## src/shared/sqfe_pkg.sv

```systemverilog
// Package of constants and carrier types for the surveillance quality field encoder.
package sqfe_pkg;

  // Width of the figure-of-merit values, in tenths of a metre.
  localparam int FOM_W = 20;
  // Width of the dilution values, in tenths.
  localparam int DOP_W = 8;

  // Assumed range error of 6 metres, held in tenths of a metre.
  localparam int RANGE_ERR_DM = 60;
  // Scale factor applied to dilution times range error.
  localparam int FOM_SCALE = 2;
  // Dilution counts per whole unit of dilution.
  localparam int DOP_SCALE = 10;
  // Combined multiplier from dilution (tenths) to merit figure (tenths of a metre).
  // The dilution scale is divided out, so a dilution of 1.0 gives 12 metres.
  localparam logic [FOM_W-1:0] DOP_TO_FOM = FOM_W'(FOM_SCALE * RANGE_ERR_DM / DOP_SCALE);

  // Fixed codes sent for a low-cost source with a valid fix.
  localparam logic [3:0] NAV_INTEG_LOWCOST = 4'h6;
  localparam logic [1:0] SRC_INTEG_LOWCOST = 2'h1;
  localparam logic [2:0] VEL_ACC_LOWCOST   = 3'h1;
  // Design assurance code, always sent.
  localparam logic [1:0] SDA_FIXED    = 2'h1;
  // Capability pair {bit 53, bit 54}: reserved bit low, equipped bit high.
  localparam logic [1:0] CAP_EQUIPPED = 2'h1;

  // Position accuracy bounds in tenths of a metre, most stringent first.
  // Index i gives category 11 - i when the merit figure is below the bound.
  localparam int POS_ACC_N = 11;
  localparam logic [FOM_W-1:0] POS_ACC_LIM [POS_ACC_N] = '{
    20'h0001E, 20'h00064, 20'h0012C, 20'h0039E, 20'h0073C, 20'h015B4,
    20'h0242C, 20'h04858, 20'h090B0, 20'h12160, 20'h2D370};

  // Vertical accuracy bounds in tenths of a metre (45 m and 150 m).
  localparam logic [FOM_W-1:0] VERT_ACC_LIM_FINE   = 20'h001C2;
  localparam logic [FOM_W-1:0] VERT_ACC_LIM_COARSE = 20'h005DC;

  // Class of the attached position source.
  typedef enum logic {
    SQFE_SRC_LOWCOST   = 1'b0,
    SQFE_SRC_CERTIFIED = 1'b1
  } sqfe_src_t;

  // One fix as delivered by the position source.
  typedef struct packed {
    logic             valid;        // Fix is valid.
    logic             horiz_merit_present; // Horizontal merit figure supplied.
    logic [FOM_W-1:0] horiz_merit_figure;
    logic [DOP_W-1:0] horiz_dilution;
    logic             vert_merit_present;  // Vertical merit figure supplied.
    logic [FOM_W-1:0] vert_merit_figure;
    logic [DOP_W-1:0] vert_dilution;
  } sqfe_fix_t;

  // Codes computed by a certified source under the general rules.
  typedef struct packed {
    logic [3:0] nav_integrity_category;
    logic [1:0] source_integrity_level;
    logic [2:0] velocity_accuracy_category;
  } sqfe_cert_t;

  // Quality and capability fields placed into outgoing messages.
  typedef struct packed {
    logic [3:0] nav_integrity_category;
    logic [1:0] source_integrity_level;
    logic [1:0] design_assurance;
    logic [3:0] position_accuracy_category;
    logic [2:0] velocity_accuracy_category;
    logic [1:0] vertical_accuracy_code;
    logic [1:0] capability_bits;    // Payload bits 21-22 of type code 31.
  } sqfe_quality_t;

endpackage : sqfe_pkg

```

## src/core/sqfe_encoder.sv

```systemverilog
// Quality and capability field encoder for outgoing surveillance messages.
module sqfe_encoder
  import sqfe_pkg::*;
(
  input  wire logic          sys_clk_in,          // System clock, 100 MHz.
  input  wire logic          rstn_in,             // Asynchronous reset, active low.
  input  wire logic          fix_strobe_in,       // One-cycle pulse: a new fix is on fix_in.
  input  wire sqfe_fix_t     fix_in,              // Fix and its quality figures.
  input  wire sqfe_src_t     src_class_in,        // Class of the attached source.
  input  wire sqfe_cert_t    cert_in,             // Codes from a certified source.
  input  wire logic          aug_avail_in,        // Augmentation signal is received.
  input  wire logic          aug_in_service_in,   // Augmentation is in service.
  output sqfe_quality_t      quality_out,         // Registered message fields.
  output logic               update_out,          // One-cycle pulse: fields refreshed.
  output logic               aug_use_out          // Source told to apply augmentation.
);

  // Complete state of the encoder.
  typedef struct packed {
    sqfe_quality_t quality;   // Fields presently offered to the framer.
    logic          valid;     // Validity seen at the last evaluation.
    logic          update;    // Refresh pulse.
  } sqfe_state_t;

  sqfe_state_t st_q;          // Registered state.
  sqfe_state_t st_d;          // Next state.
  logic [FOM_W-1:0] horiz_merit; // Horizontal merit figure in use.
  logic [FOM_W-1:0] vert_merit;  // Vertical merit figure in use.
  logic [3:0]       pos_cat;     // Position category derived from horiz_merit.
  logic [1:0]       vert_code;   // Vertical code derived from vert_merit.
  logic             evt;      // A new fix or a change of validity.

  // The merit figures come straight from the source when present, else from dilution.
  // Dilution arrives in tenths; the package multiplier already divides that scale out.
  always_comb begin
    if (fix_in.horiz_merit_present) begin
      horiz_merit = fix_in.horiz_merit_figure;
    end else begin
      horiz_merit = FOM_W'(fix_in.horiz_dilution) * DOP_TO_FOM;
    end
    if (fix_in.vert_merit_present) begin
      vert_merit = fix_in.vert_merit_figure;
    end else begin
      vert_merit = FOM_W'(fix_in.vert_dilution) * DOP_TO_FOM;
    end
  end

  // Walk the bounds from coarse to fine so the finest category met wins.
  // A figure equal to a bound fails that bound, so the category drops by one.
  always_comb begin
    pos_cat = 4'h0;
    for (int i = POS_ACC_N - 1; i >= 0; i--) begin
      if (horiz_merit < POS_ACC_LIM[i]) begin
        pos_cat = 4'(POS_ACC_N - i);
      end
    end
  end

  // Vertical code: fine bound gives 2, coarse bound gives 1, otherwise unknown.
  always_comb begin
    if (vert_merit <= VERT_ACC_LIM_FINE) begin
      vert_code = 2'h2;
    end else if (vert_merit <= VERT_ACC_LIM_COARSE) begin
      vert_code = 2'h1;
    end else begin
      vert_code = 2'h0;
    end
  end

  // Fields are recomputed only on a fresh fix or a validity change.
  assign evt = fix_strobe_in | (fix_in.valid != st_q.valid);

  // Next-state logic for the whole encoder.
  always_comb begin
    st_d        = st_q;
    st_d.update = 1'b0;
    // Assurance and capability bits never depend on the fix.
    st_d.quality.design_assurance = SDA_FIXED;
    st_d.quality.capability_bits  = CAP_EQUIPPED;
    if (evt) begin
      st_d.update = 1'b1;
      st_d.valid  = fix_in.valid;
      if (!fix_in.valid) begin
        // A lost or flagged fix zeroes every quality code except design assurance and the capability bits.
        st_d.quality.nav_integrity_category     = 4'h0;
        st_d.quality.source_integrity_level     = 2'h0;
        st_d.quality.velocity_accuracy_category = 3'h0;
        st_d.quality.position_accuracy_category = 4'h0;
        st_d.quality.vertical_accuracy_code     = 2'h0;
      end else begin
        st_d.quality.position_accuracy_category = pos_cat;
        st_d.quality.vertical_accuracy_code     = vert_code;
        if (src_class_in == SQFE_SRC_LOWCOST) begin
          // Low-cost source: fixed integrity and velocity codes.
          st_d.quality.nav_integrity_category     = NAV_INTEG_LOWCOST;
          st_d.quality.source_integrity_level     = SRC_INTEG_LOWCOST;
          st_d.quality.velocity_accuracy_category = VEL_ACC_LOWCOST;
        end else begin
          // Certified source: its own codes under the general rules.
          st_d.quality.nav_integrity_category     = cert_in.nav_integrity_category;
          st_d.quality.source_integrity_level     = cert_in.source_integrity_level;
          st_d.quality.velocity_accuracy_category = cert_in.velocity_accuracy_category;
        end
      end
    end
  end

  // State register; reset shows an invalid position with fixed bits already set.
  always_ff @(posedge sys_clk_in or negedge rstn_in) begin
    if (!rstn_in) begin
      st_q                          <= '0;
      st_q.quality.design_assurance <= SDA_FIXED;
      st_q.quality.capability_bits  <= CAP_EQUIPPED;
    end else begin
      st_q <= st_d;
    end
  end

  // Augmentation is used whenever it can be; without it the encoder keeps running.
  assign aug_use_out = aug_avail_in & aug_in_service_in;
  assign quality_out = st_q.quality;
  assign update_out  = st_q.update;
endmodule : sqfe_encoder

```

## config.mk

```make
export PLATFORM = sky130hd
export DESIGN_NAME = sqfe_encoder
export DESIGN_NICKNAME = d
export VERILOG_FILES = /design/src/shared/sqfe_pkg.sv /design/src/core/sqfe_encoder.sv
export SDC_FILE = /design/constraint.sdc
export NUM_CORES = 1
export LEC_CHECK = 0
export BUFFER_PORTS_ARGS = -buffer_cell sky130_fd_sc_hd__buf_2
export CAP_MARGIN = 20
export CELL_PAD_IN_SITES_DETAIL_PLACEMENT = 0
export CELL_PAD_IN_SITES_GLOBAL_PLACEMENT = 1
export CORE_ASPECT_RATIO = 0.75
export CORE_MARGIN = 2
export CORE_UTILIZATION = 38
export DETAILED_ROUTE_END_ITERATION = 16
export PLACE_DENSITY = 0.93
export SLEW_MARGIN = 20
export SYNTH_ARGS = -nofsm -noshare
export SYNTH_HDL_FRONTEND = slang
export SYNTH_SLANG_ARGS = --single-unit
```

## constraint.sdc

```tcl
create_clock -name sys_clk_in -period 4.3 [get_ports sys_clk_in]
set_input_delay 0.86 -clock sys_clk_in [delete_from_list [all_inputs] [get_ports sys_clk_in]]
set_output_delay 0.86 -clock sys_clk_in [all_outputs]
set_load 0.01 [all_outputs]
```

==> flow_metrics.py, run 1 <==
metrics = {
    "clock_network": {
        "clockRootBuffer": "clkbuf_8",
        "cts_tree": "built",
        "ctsResizeCount": 0,
        "worstSkewPairLatency_ps": 250,
        "clockBufferDepth": 2,
        "clock_sinks": 17,
        "clk_pin_slew_worst_paths_ps": 60,
        "postCtsHoldBufs": 0,
        "ctsHtreeMaxLevel": 1,
        "numCtsBuffers": 3,
        "post-cts-setup-buffers": 0,
    },
    "cells_and_area": {
        "drive_above_1_share": 0.273,
        "mostFrequentLayoutCell": "buf_2",
        "final-seq-area_um2": 425,
        "multi_input_area_um2": 1710,
        "syn2layout_area_growth_pct": 17.4,
        "nNetsFinal": 464,
        "fillers": 614,
        "final_cell_mix": "buf_2, o21ai_0, nor2_1, nand2_1",
        "diodes": 0,
        "final_cell_area_um2": 2770,
        "fin_util": 0.468,
    },
    "synthesis": {
        "synthCells": 302,
        "yosysSeqAreaShare": 0.180,
        "synth-seq-cells": 17,
        "async_flop_share": 1.00,
        "synth_edf_count": 0,
        "synth_flop_cell": "dfrtp_1",
        "ys_types": 64,
        "ys_warn_count": 0,
        "avgSynthCellArea_um2": 7.81,
        "syn-cell-area_um2": 2360,
    },
    "worst_setup_path": {
        "rr_worst_depth": 6,
        "worst-setup-path-type": "primary input to flop",
        "start_kind": "primary input",
        "r2r_start": "st_q[1]",
        "worst_setup_path_end_kind": "flop",
        "r2r_setup_slack_ps": 2840,
        "crit_arrival_ps": 3640,
        "crit_fanout": 6,
        "cp_data_required_time_ps": 4430,
        "timing.rr.end": "quality_out[7]",
    },
    "pwr": {
        "p_switching_w": 0.000219,
        "p_leak_nw": 1.32,
        "seq_power_share": 0.310,
        "power.internal_w": 0.000358,
        "pwr-share-clk": 0.202,
        "peakVddDrop_mv": 0.0817,
        "sw_frac_of_total": 0.380,
        "combPwrFrac": 0.488,
        "power_density_nw_per_um2": 208,
        "totalPowerFinal_w": 0.000577,
    },
    "floorplanning": {
        "ios": 95,
        "core_um2": 5920,
        "dieArea_um2": 6860,
        "start_util": 0.398,
        "fp.dieH_um": 72.2,
        "dieWidth_um": 94.9,
        "placementRows": 24,
    },
    "timing": {
        "slew_headroom": 0.624,
        "period_needed_ps": 3520,
        "hold_ws_ps": 477,
        "drv_slew": 0,
        "tightest_slew_ps": 564,
        "grt_setup_unrepaired": "no",
        "fmax_mhz": 284,
        "setup_tns_ps": 0,
        "hold_violations": 0,
        "clock_skew_ps": 2.91,
        "setup_viol": 0,
        "finalCritPeriodShare": 0.818,
    },
    "drt": {
        "drt_first_pass_iters": 4,
        "wirelength_um": 5900,
        "vias": 2486,
        "postRouteAntennaNets": 0,
        "first_iter_violations": 77,
        "wl_per_cell_um": 13.2,
        "drcViolationCount": 0,
        "avgViaCountPerCell": 5.55,
    },
    "min_path": {
        "hold_path_depth": 2,
        "min_to": "quality_out[15]",
        "min_from": "quality_out[15]",
        "worstHoldPathType": "flop to flop",
    },
    "global_routing": {
        "grt-ovfl-total": 0,
        "grt_pass1_vias": 2259,
        "antenna_found_initial": 0,
        "grt_max_degree": 37,
        "grtUsageTotal": 0.174,
        "grt_pass1_wl_um": 9870,
    },
    "placed_design": {
        "portBuffers": 89,
        "dp_hpwl_um": 4840,
        "gp_congestion": 0.844,
        "place_area_um2": 2720,
    },
    "run_status": {
        "run_status": "finished clean",
    },
    "job": {
        "maxCapViolCount": 0,
    },
}
-- worst max-delay path: stages --
cell and delay (ps):
buf_2 130, ha_1 230, fa_1 440, a211oi_1 380, o21ai_1 170, a211oi_2 310
a31o_1 310, o311ai_1 180, o221a_1 290, a221oi_1 260, o21ai_1 100
-- synth_stat cells, types with 3 or more instances --
library cell   n  area, um2
nor2b_1        7       43.8
a211oi_1       4       30.0
a21oi_1       15       75.1
or3_1          4       25.0
nand2_1       21       78.8
o21ai_1        3       15.0
a21o_1         4       30.0
o211ai_1       4       30.0
nor3_1         8       40.0
nor4b_1        3       26.3
xor2_1         3       26.3
nor4_1         6       37.5
o211a_1        4       40.0
and2_1         4       25.0
and3_1         6       37.5
nor2_1        21       78.8
clkbuf_1       7       26.3
mux2i_1        4       40.0
nand4_1        3       18.8
inv_1         10       37.5
dfrtp_1       17        425
buf_4         19        143
xnor2_1        4       35.0
a31oi_1        7       43.8
o21ai_0       30        150
nor3b_1        7       52.6
nand3_1        7       35.0
ha_1          17        213
nand2b_1       3       18.8
-- power groups by stage --
| stage | Sequential (W) | Clock (W) | Combinational [W] |
|---|---|---|---|
| 3_5_place_dp | 0.000182 | 0 | 0.000280 |
| 4_1_cts | 0.000179 | 0.000122 | 0.000281 |
| 3_3_place_gp | 0.000182 | 0 | 0.000275 |
| 6_report | 0.000179 | 0.000116 | 0.000281 |
| 5_1_grt | 0.000181 | 0.000128 | 0.000318 |
| 2_1_floorplan | 0.000181 | 0 | 0.000205 |
-- sequential cells by signal, indices dropped and copies added, names as in the netlist --
name,count
st_q,1
update_out,1
quality_out,15
-- metal layers --
metal | track usage | wire length (um) | up-vias | part of all wire
met5 | 0 | 0 | - | 0
met4 | 0.0306 | 17 | 0 | 0.0029
met3 | 0.0270 | 455 | 2 | 0.077
met2 | 0.291 | 2560 | 87 | 0.43
met1 | 0.242 | 2870 | 1127 | 0.49
li1 | - | - | 1270 | -
-- per-stage QoR --
step / worst slack [ps] / cells
2_1_floorplan: 901 / 304
3_5_place_dp: 541 / 444
3_3_place_gp: 562 / 444
6_report: 781 / 448
5_1_grt: 620 / 448
4_1_cts: 791 / 448
-- kinds of logic after synthesis --
logic type | after synthesis | share of synthesized area
simple gates | 108 | 0.253
xor+xnor | 7 | 0.0260
buf+inv | 38 | 0.0987
compound gates | 107 | 0.315
other cells | 2 | 0.00319
fa+ha+maj | 19 | 0.107
flops | 17 | 0.180
mux | 4 | 0.0170
-- how the worst max path moves through the flow --
| stage | from | endpoint | cells past startpoint |
|---|---|---|---|
| final | fix_in[30] | quality_out[7] | 11 |
| after global routing | fix_in[30] | quality_out[7] | 11 |
| after floorplan | fix_in[29] | quality_out[8] | 10 |
| after detailed placement | fix_in[30] | quality_out[7] | 11 |
| after CTS | fix_in[30] | quality_out[7] | 11 |
| after global placement | fix_in[30] | quality_out[7] | 11 |
-- cell type report --
cell class                 instances  area share
multi-input combinational        249       0.617
timing repair buffer              90       0.164
sequential                        17       0.154
tap                               78      0.0353
clock buffer                       3      0.0149
inverter                          10      0.0136
clock inverter                     1     0.00181
Power figures use the tool's default switching activity.
==> run 2: changes to the inputs <==
CORE_UTILIZATION = 35   (was 38)
PLACE_DENSITY = 0.87   (was 0.93)
clock period = 3.3 ns   (was 4.3 ns; I/O delays follow)
==> run 2 against run 1 <==
Critical path depth rose by 1. First-iteration DRC count rose by 45%. Global-route usage fell by 1.6 points. Register-to-register slack got worse by 1100 ps. Clock skew fell by 1.1 ps. Clock power rose by 28%. Cell count rose by 6.3%. Via count rose by 2.8%. Flip-flop and latch count did not move. Sequential share of layout area fell by 1.1 points.
==> flow_metrics.py, run 2 (synthesis gave the netlist of run 1 again) <==
metrics = {
    "drt": {
        "avgViaCountPerCell": 5.37,
        "drt_first_pass_iters": 4,
        "postRouteAntennaNets": 0,
        "drcViolationCount": 0,
        "vias": 2556,
        "first_iter_violations": 112,
        "wirelength_um": 6130,
        "wl_per_cell_um": 12.9,
    },
    "pwr": {
        "combPwrFrac": 0.519,
        "pwr-share-clk": 0.187,
        "power.internal_w": 0.000503,
        "sw_frac_of_total": 0.366,
        "peakVddDrop_mv": 0.142,
        "p_leak_nw": 1.44,
        "seq_power_share": 0.294,
        "power_density_nw_per_um2": 267,
        "p_switching_w": 0.000290,
    },
    "worst_setup_path": {
        "cpMaxStageDelayCell": "o311ai_1",
        "cp_data_required_time_ps": 3430,
        "start_kind": "primary input",
        "worst_setup_path_end_kind": "flop",
        "cp_top_family": "compound AO/OA/AOI/OAI gates",
        "crit_top_cell": "buf_4",
        "worst-setup-path-type": "primary input to flop",
        "crit_arrival_ps": 3240,
        "crit_fanout": 6,
        "crit_buf_inv": 4,
        "cp_cell_sequence": "buf_2, buf_4, ha_1, a211oi_2, buf_4, o211a_1, or3_1, a31o_1, buf_4, o311ai_1, o22ai_1, o31a_1",
        "critical_path.max_stage_delay_ps": 340,
    },
    "clock_network": {
        "clockBufferDepth": 2,
        "clk_pin_slew_worst_paths_ps": 60,
        "ctsHtreeMaxLevel": 1,
        "postCtsHoldBufs": 0,
        "clockRootBuffer": "clkbuf_8",
        "clock_sinks": 17,
        "numCtsBuffers": 3,
        "post-cts-setup-buffers": 0,
        "worstSkewPairLatency_ps": 240,
        "cts_tree": "built",
        "ctsResizeCount": 0,
    },
    "global_routing": {
        "grt_pass1_wl_um": 9970,
        "grt_pass1_vias": 2298,
        "grt_max_degree": 27,
        "antenna_found_initial": 0,
        "grt-ovfl-total": 0,
        "grtUsageTotal": 0.158,
    },
    "timing": {
        "hold_violations": 0,
        "fmax_mhz": 321,
        "hold_ws_ps": 324,
        "finalCritPeriodShare": 0.944,
        "clock_skew_ps": 1.83,
        "setup_viol": 0,
        "period_needed_ps": 3120,
        "grt_setup_unrepaired": "no",
        "tightest_slew_ps": 528,
        "setup_tns_ps": 0,
        "slew_headroom": 0.639,
        "drv_slew": 0,
    },
    "placed_design": {
        "place_area_um2": 2910,
        "portBuffers": 89,
        "gp_congestion": 0.840,
        "dp_cells": 472,
        "dp_hpwl_um": 5120,
    },
    "cells_and_area": {
        "finalNonFillerCells": 476,
        "multi_input_area_um2": 1720,
        "nNetsFinal": 489,
        "diodes": 0,
        "final_cell_mix": "buf_2, o21ai_0, buf_4",
        "mostFrequentLayoutCell": "buf_2",
        "largest_reg_flops": 15,
        "final-seq-area_um2": 425,
        "fillers": 657,
        "final_cell_area_um2": 2970,
        "fin_util": 0.463,
        "syn2layout_area_growth_pct": 26.1,
        "drive_above_1_share": 0.327,
    },
    "floorplanning": {
        "dieArea_um2": 7410,
        "start_util": 0.368,
        "fp.dieH_um": 75.1,
        "dieWidth_um": 98.8,
        "core_um2": 6410,
        "ios": 95,
        "placementRows": 25,
    },
    "min_path": {
        "worstHoldPathType": "primary input to async pin",
    },
    "run_status": {
        "run_status": "finished clean",
    },
    "job": {
        "maxCapViolCount": 0,
    },
}
[run 2: cell count changes in the layout (fill, tap and decap cells not counted), sizes merged]
cell / before / now
clkinv: 1 / 0
buf: 90 / 115
clkbuf: 3 / 4
[run 2: final timing paths]
kind | start | to | slack [ps] | cells past startpoint
max | fix_in[30] | quality_out[8] | 180 | 12
min | rstn_in | quality_out[17] | 320 | 1
max reg2reg | st_q[1] | quality_out[7] | 1760 | 7
min reg2reg | quality_out[4] | quality_out[4] | 470 | 2
max in group asynchronous | rstn_in | quality_out[15] | 2710 | 1
min in group sys_clk_in | quality_out[4] | quality_out[4] | 470 | 2
[run 2: layout make-up]
cell class | instances | share of cell area
multi-input combinational | 249 | 0.579
timing repair buffer | 115 | 0.216
sequential | 17 | 0.143
tap | 81 | 0.0341
clock buffer | 4 | 0.0152
inverter | 10 | 0.0126
[run 2: power by group through the flow]
stage | Sequential [W] | Clock, W | Combinational, W
6_report | 0.000233 | 0.000148 | 0.000412
5_1_grt | 0.000236 | 0.000161 | 0.000460
4_1_cts | 0.000234 | 0.000153 | 0.000409
3_3_place_gp | 0.000237 | 0 | 0.000399
2_1_floorplan | 0.000236 | 0 | 0.000267
3_5_place_dp | 0.000237 | 0 | 0.000406
[run 2: metal layers]
| layer | vias to the layer above | part of all wire | GRT usage |
|---|---|---|---|
| li1 | 1324 | - | - |
| met1 | 1151 | 0.49 | 0.223 |
| met3 | 0 | 0.069 | 0.0269 |
| met4 | 0 | 0 | 0.00609 |
| met2 | 81 | 0.45 | 0.270 |
| met5 | - | 0 | 0 |
[run 2: stage by stage]
step / setup WS (ps) / total power [W]
6_report: 185 / 0.000793
5_1_grt: 46.2 / 0.000857
4_1_cts: 94.8 / 0.000796
3_5_place_dp: -145 / 0.000644
3_3_place_gp: -123 / 0.000636
2_1_floorplan: 101 / 0.000503
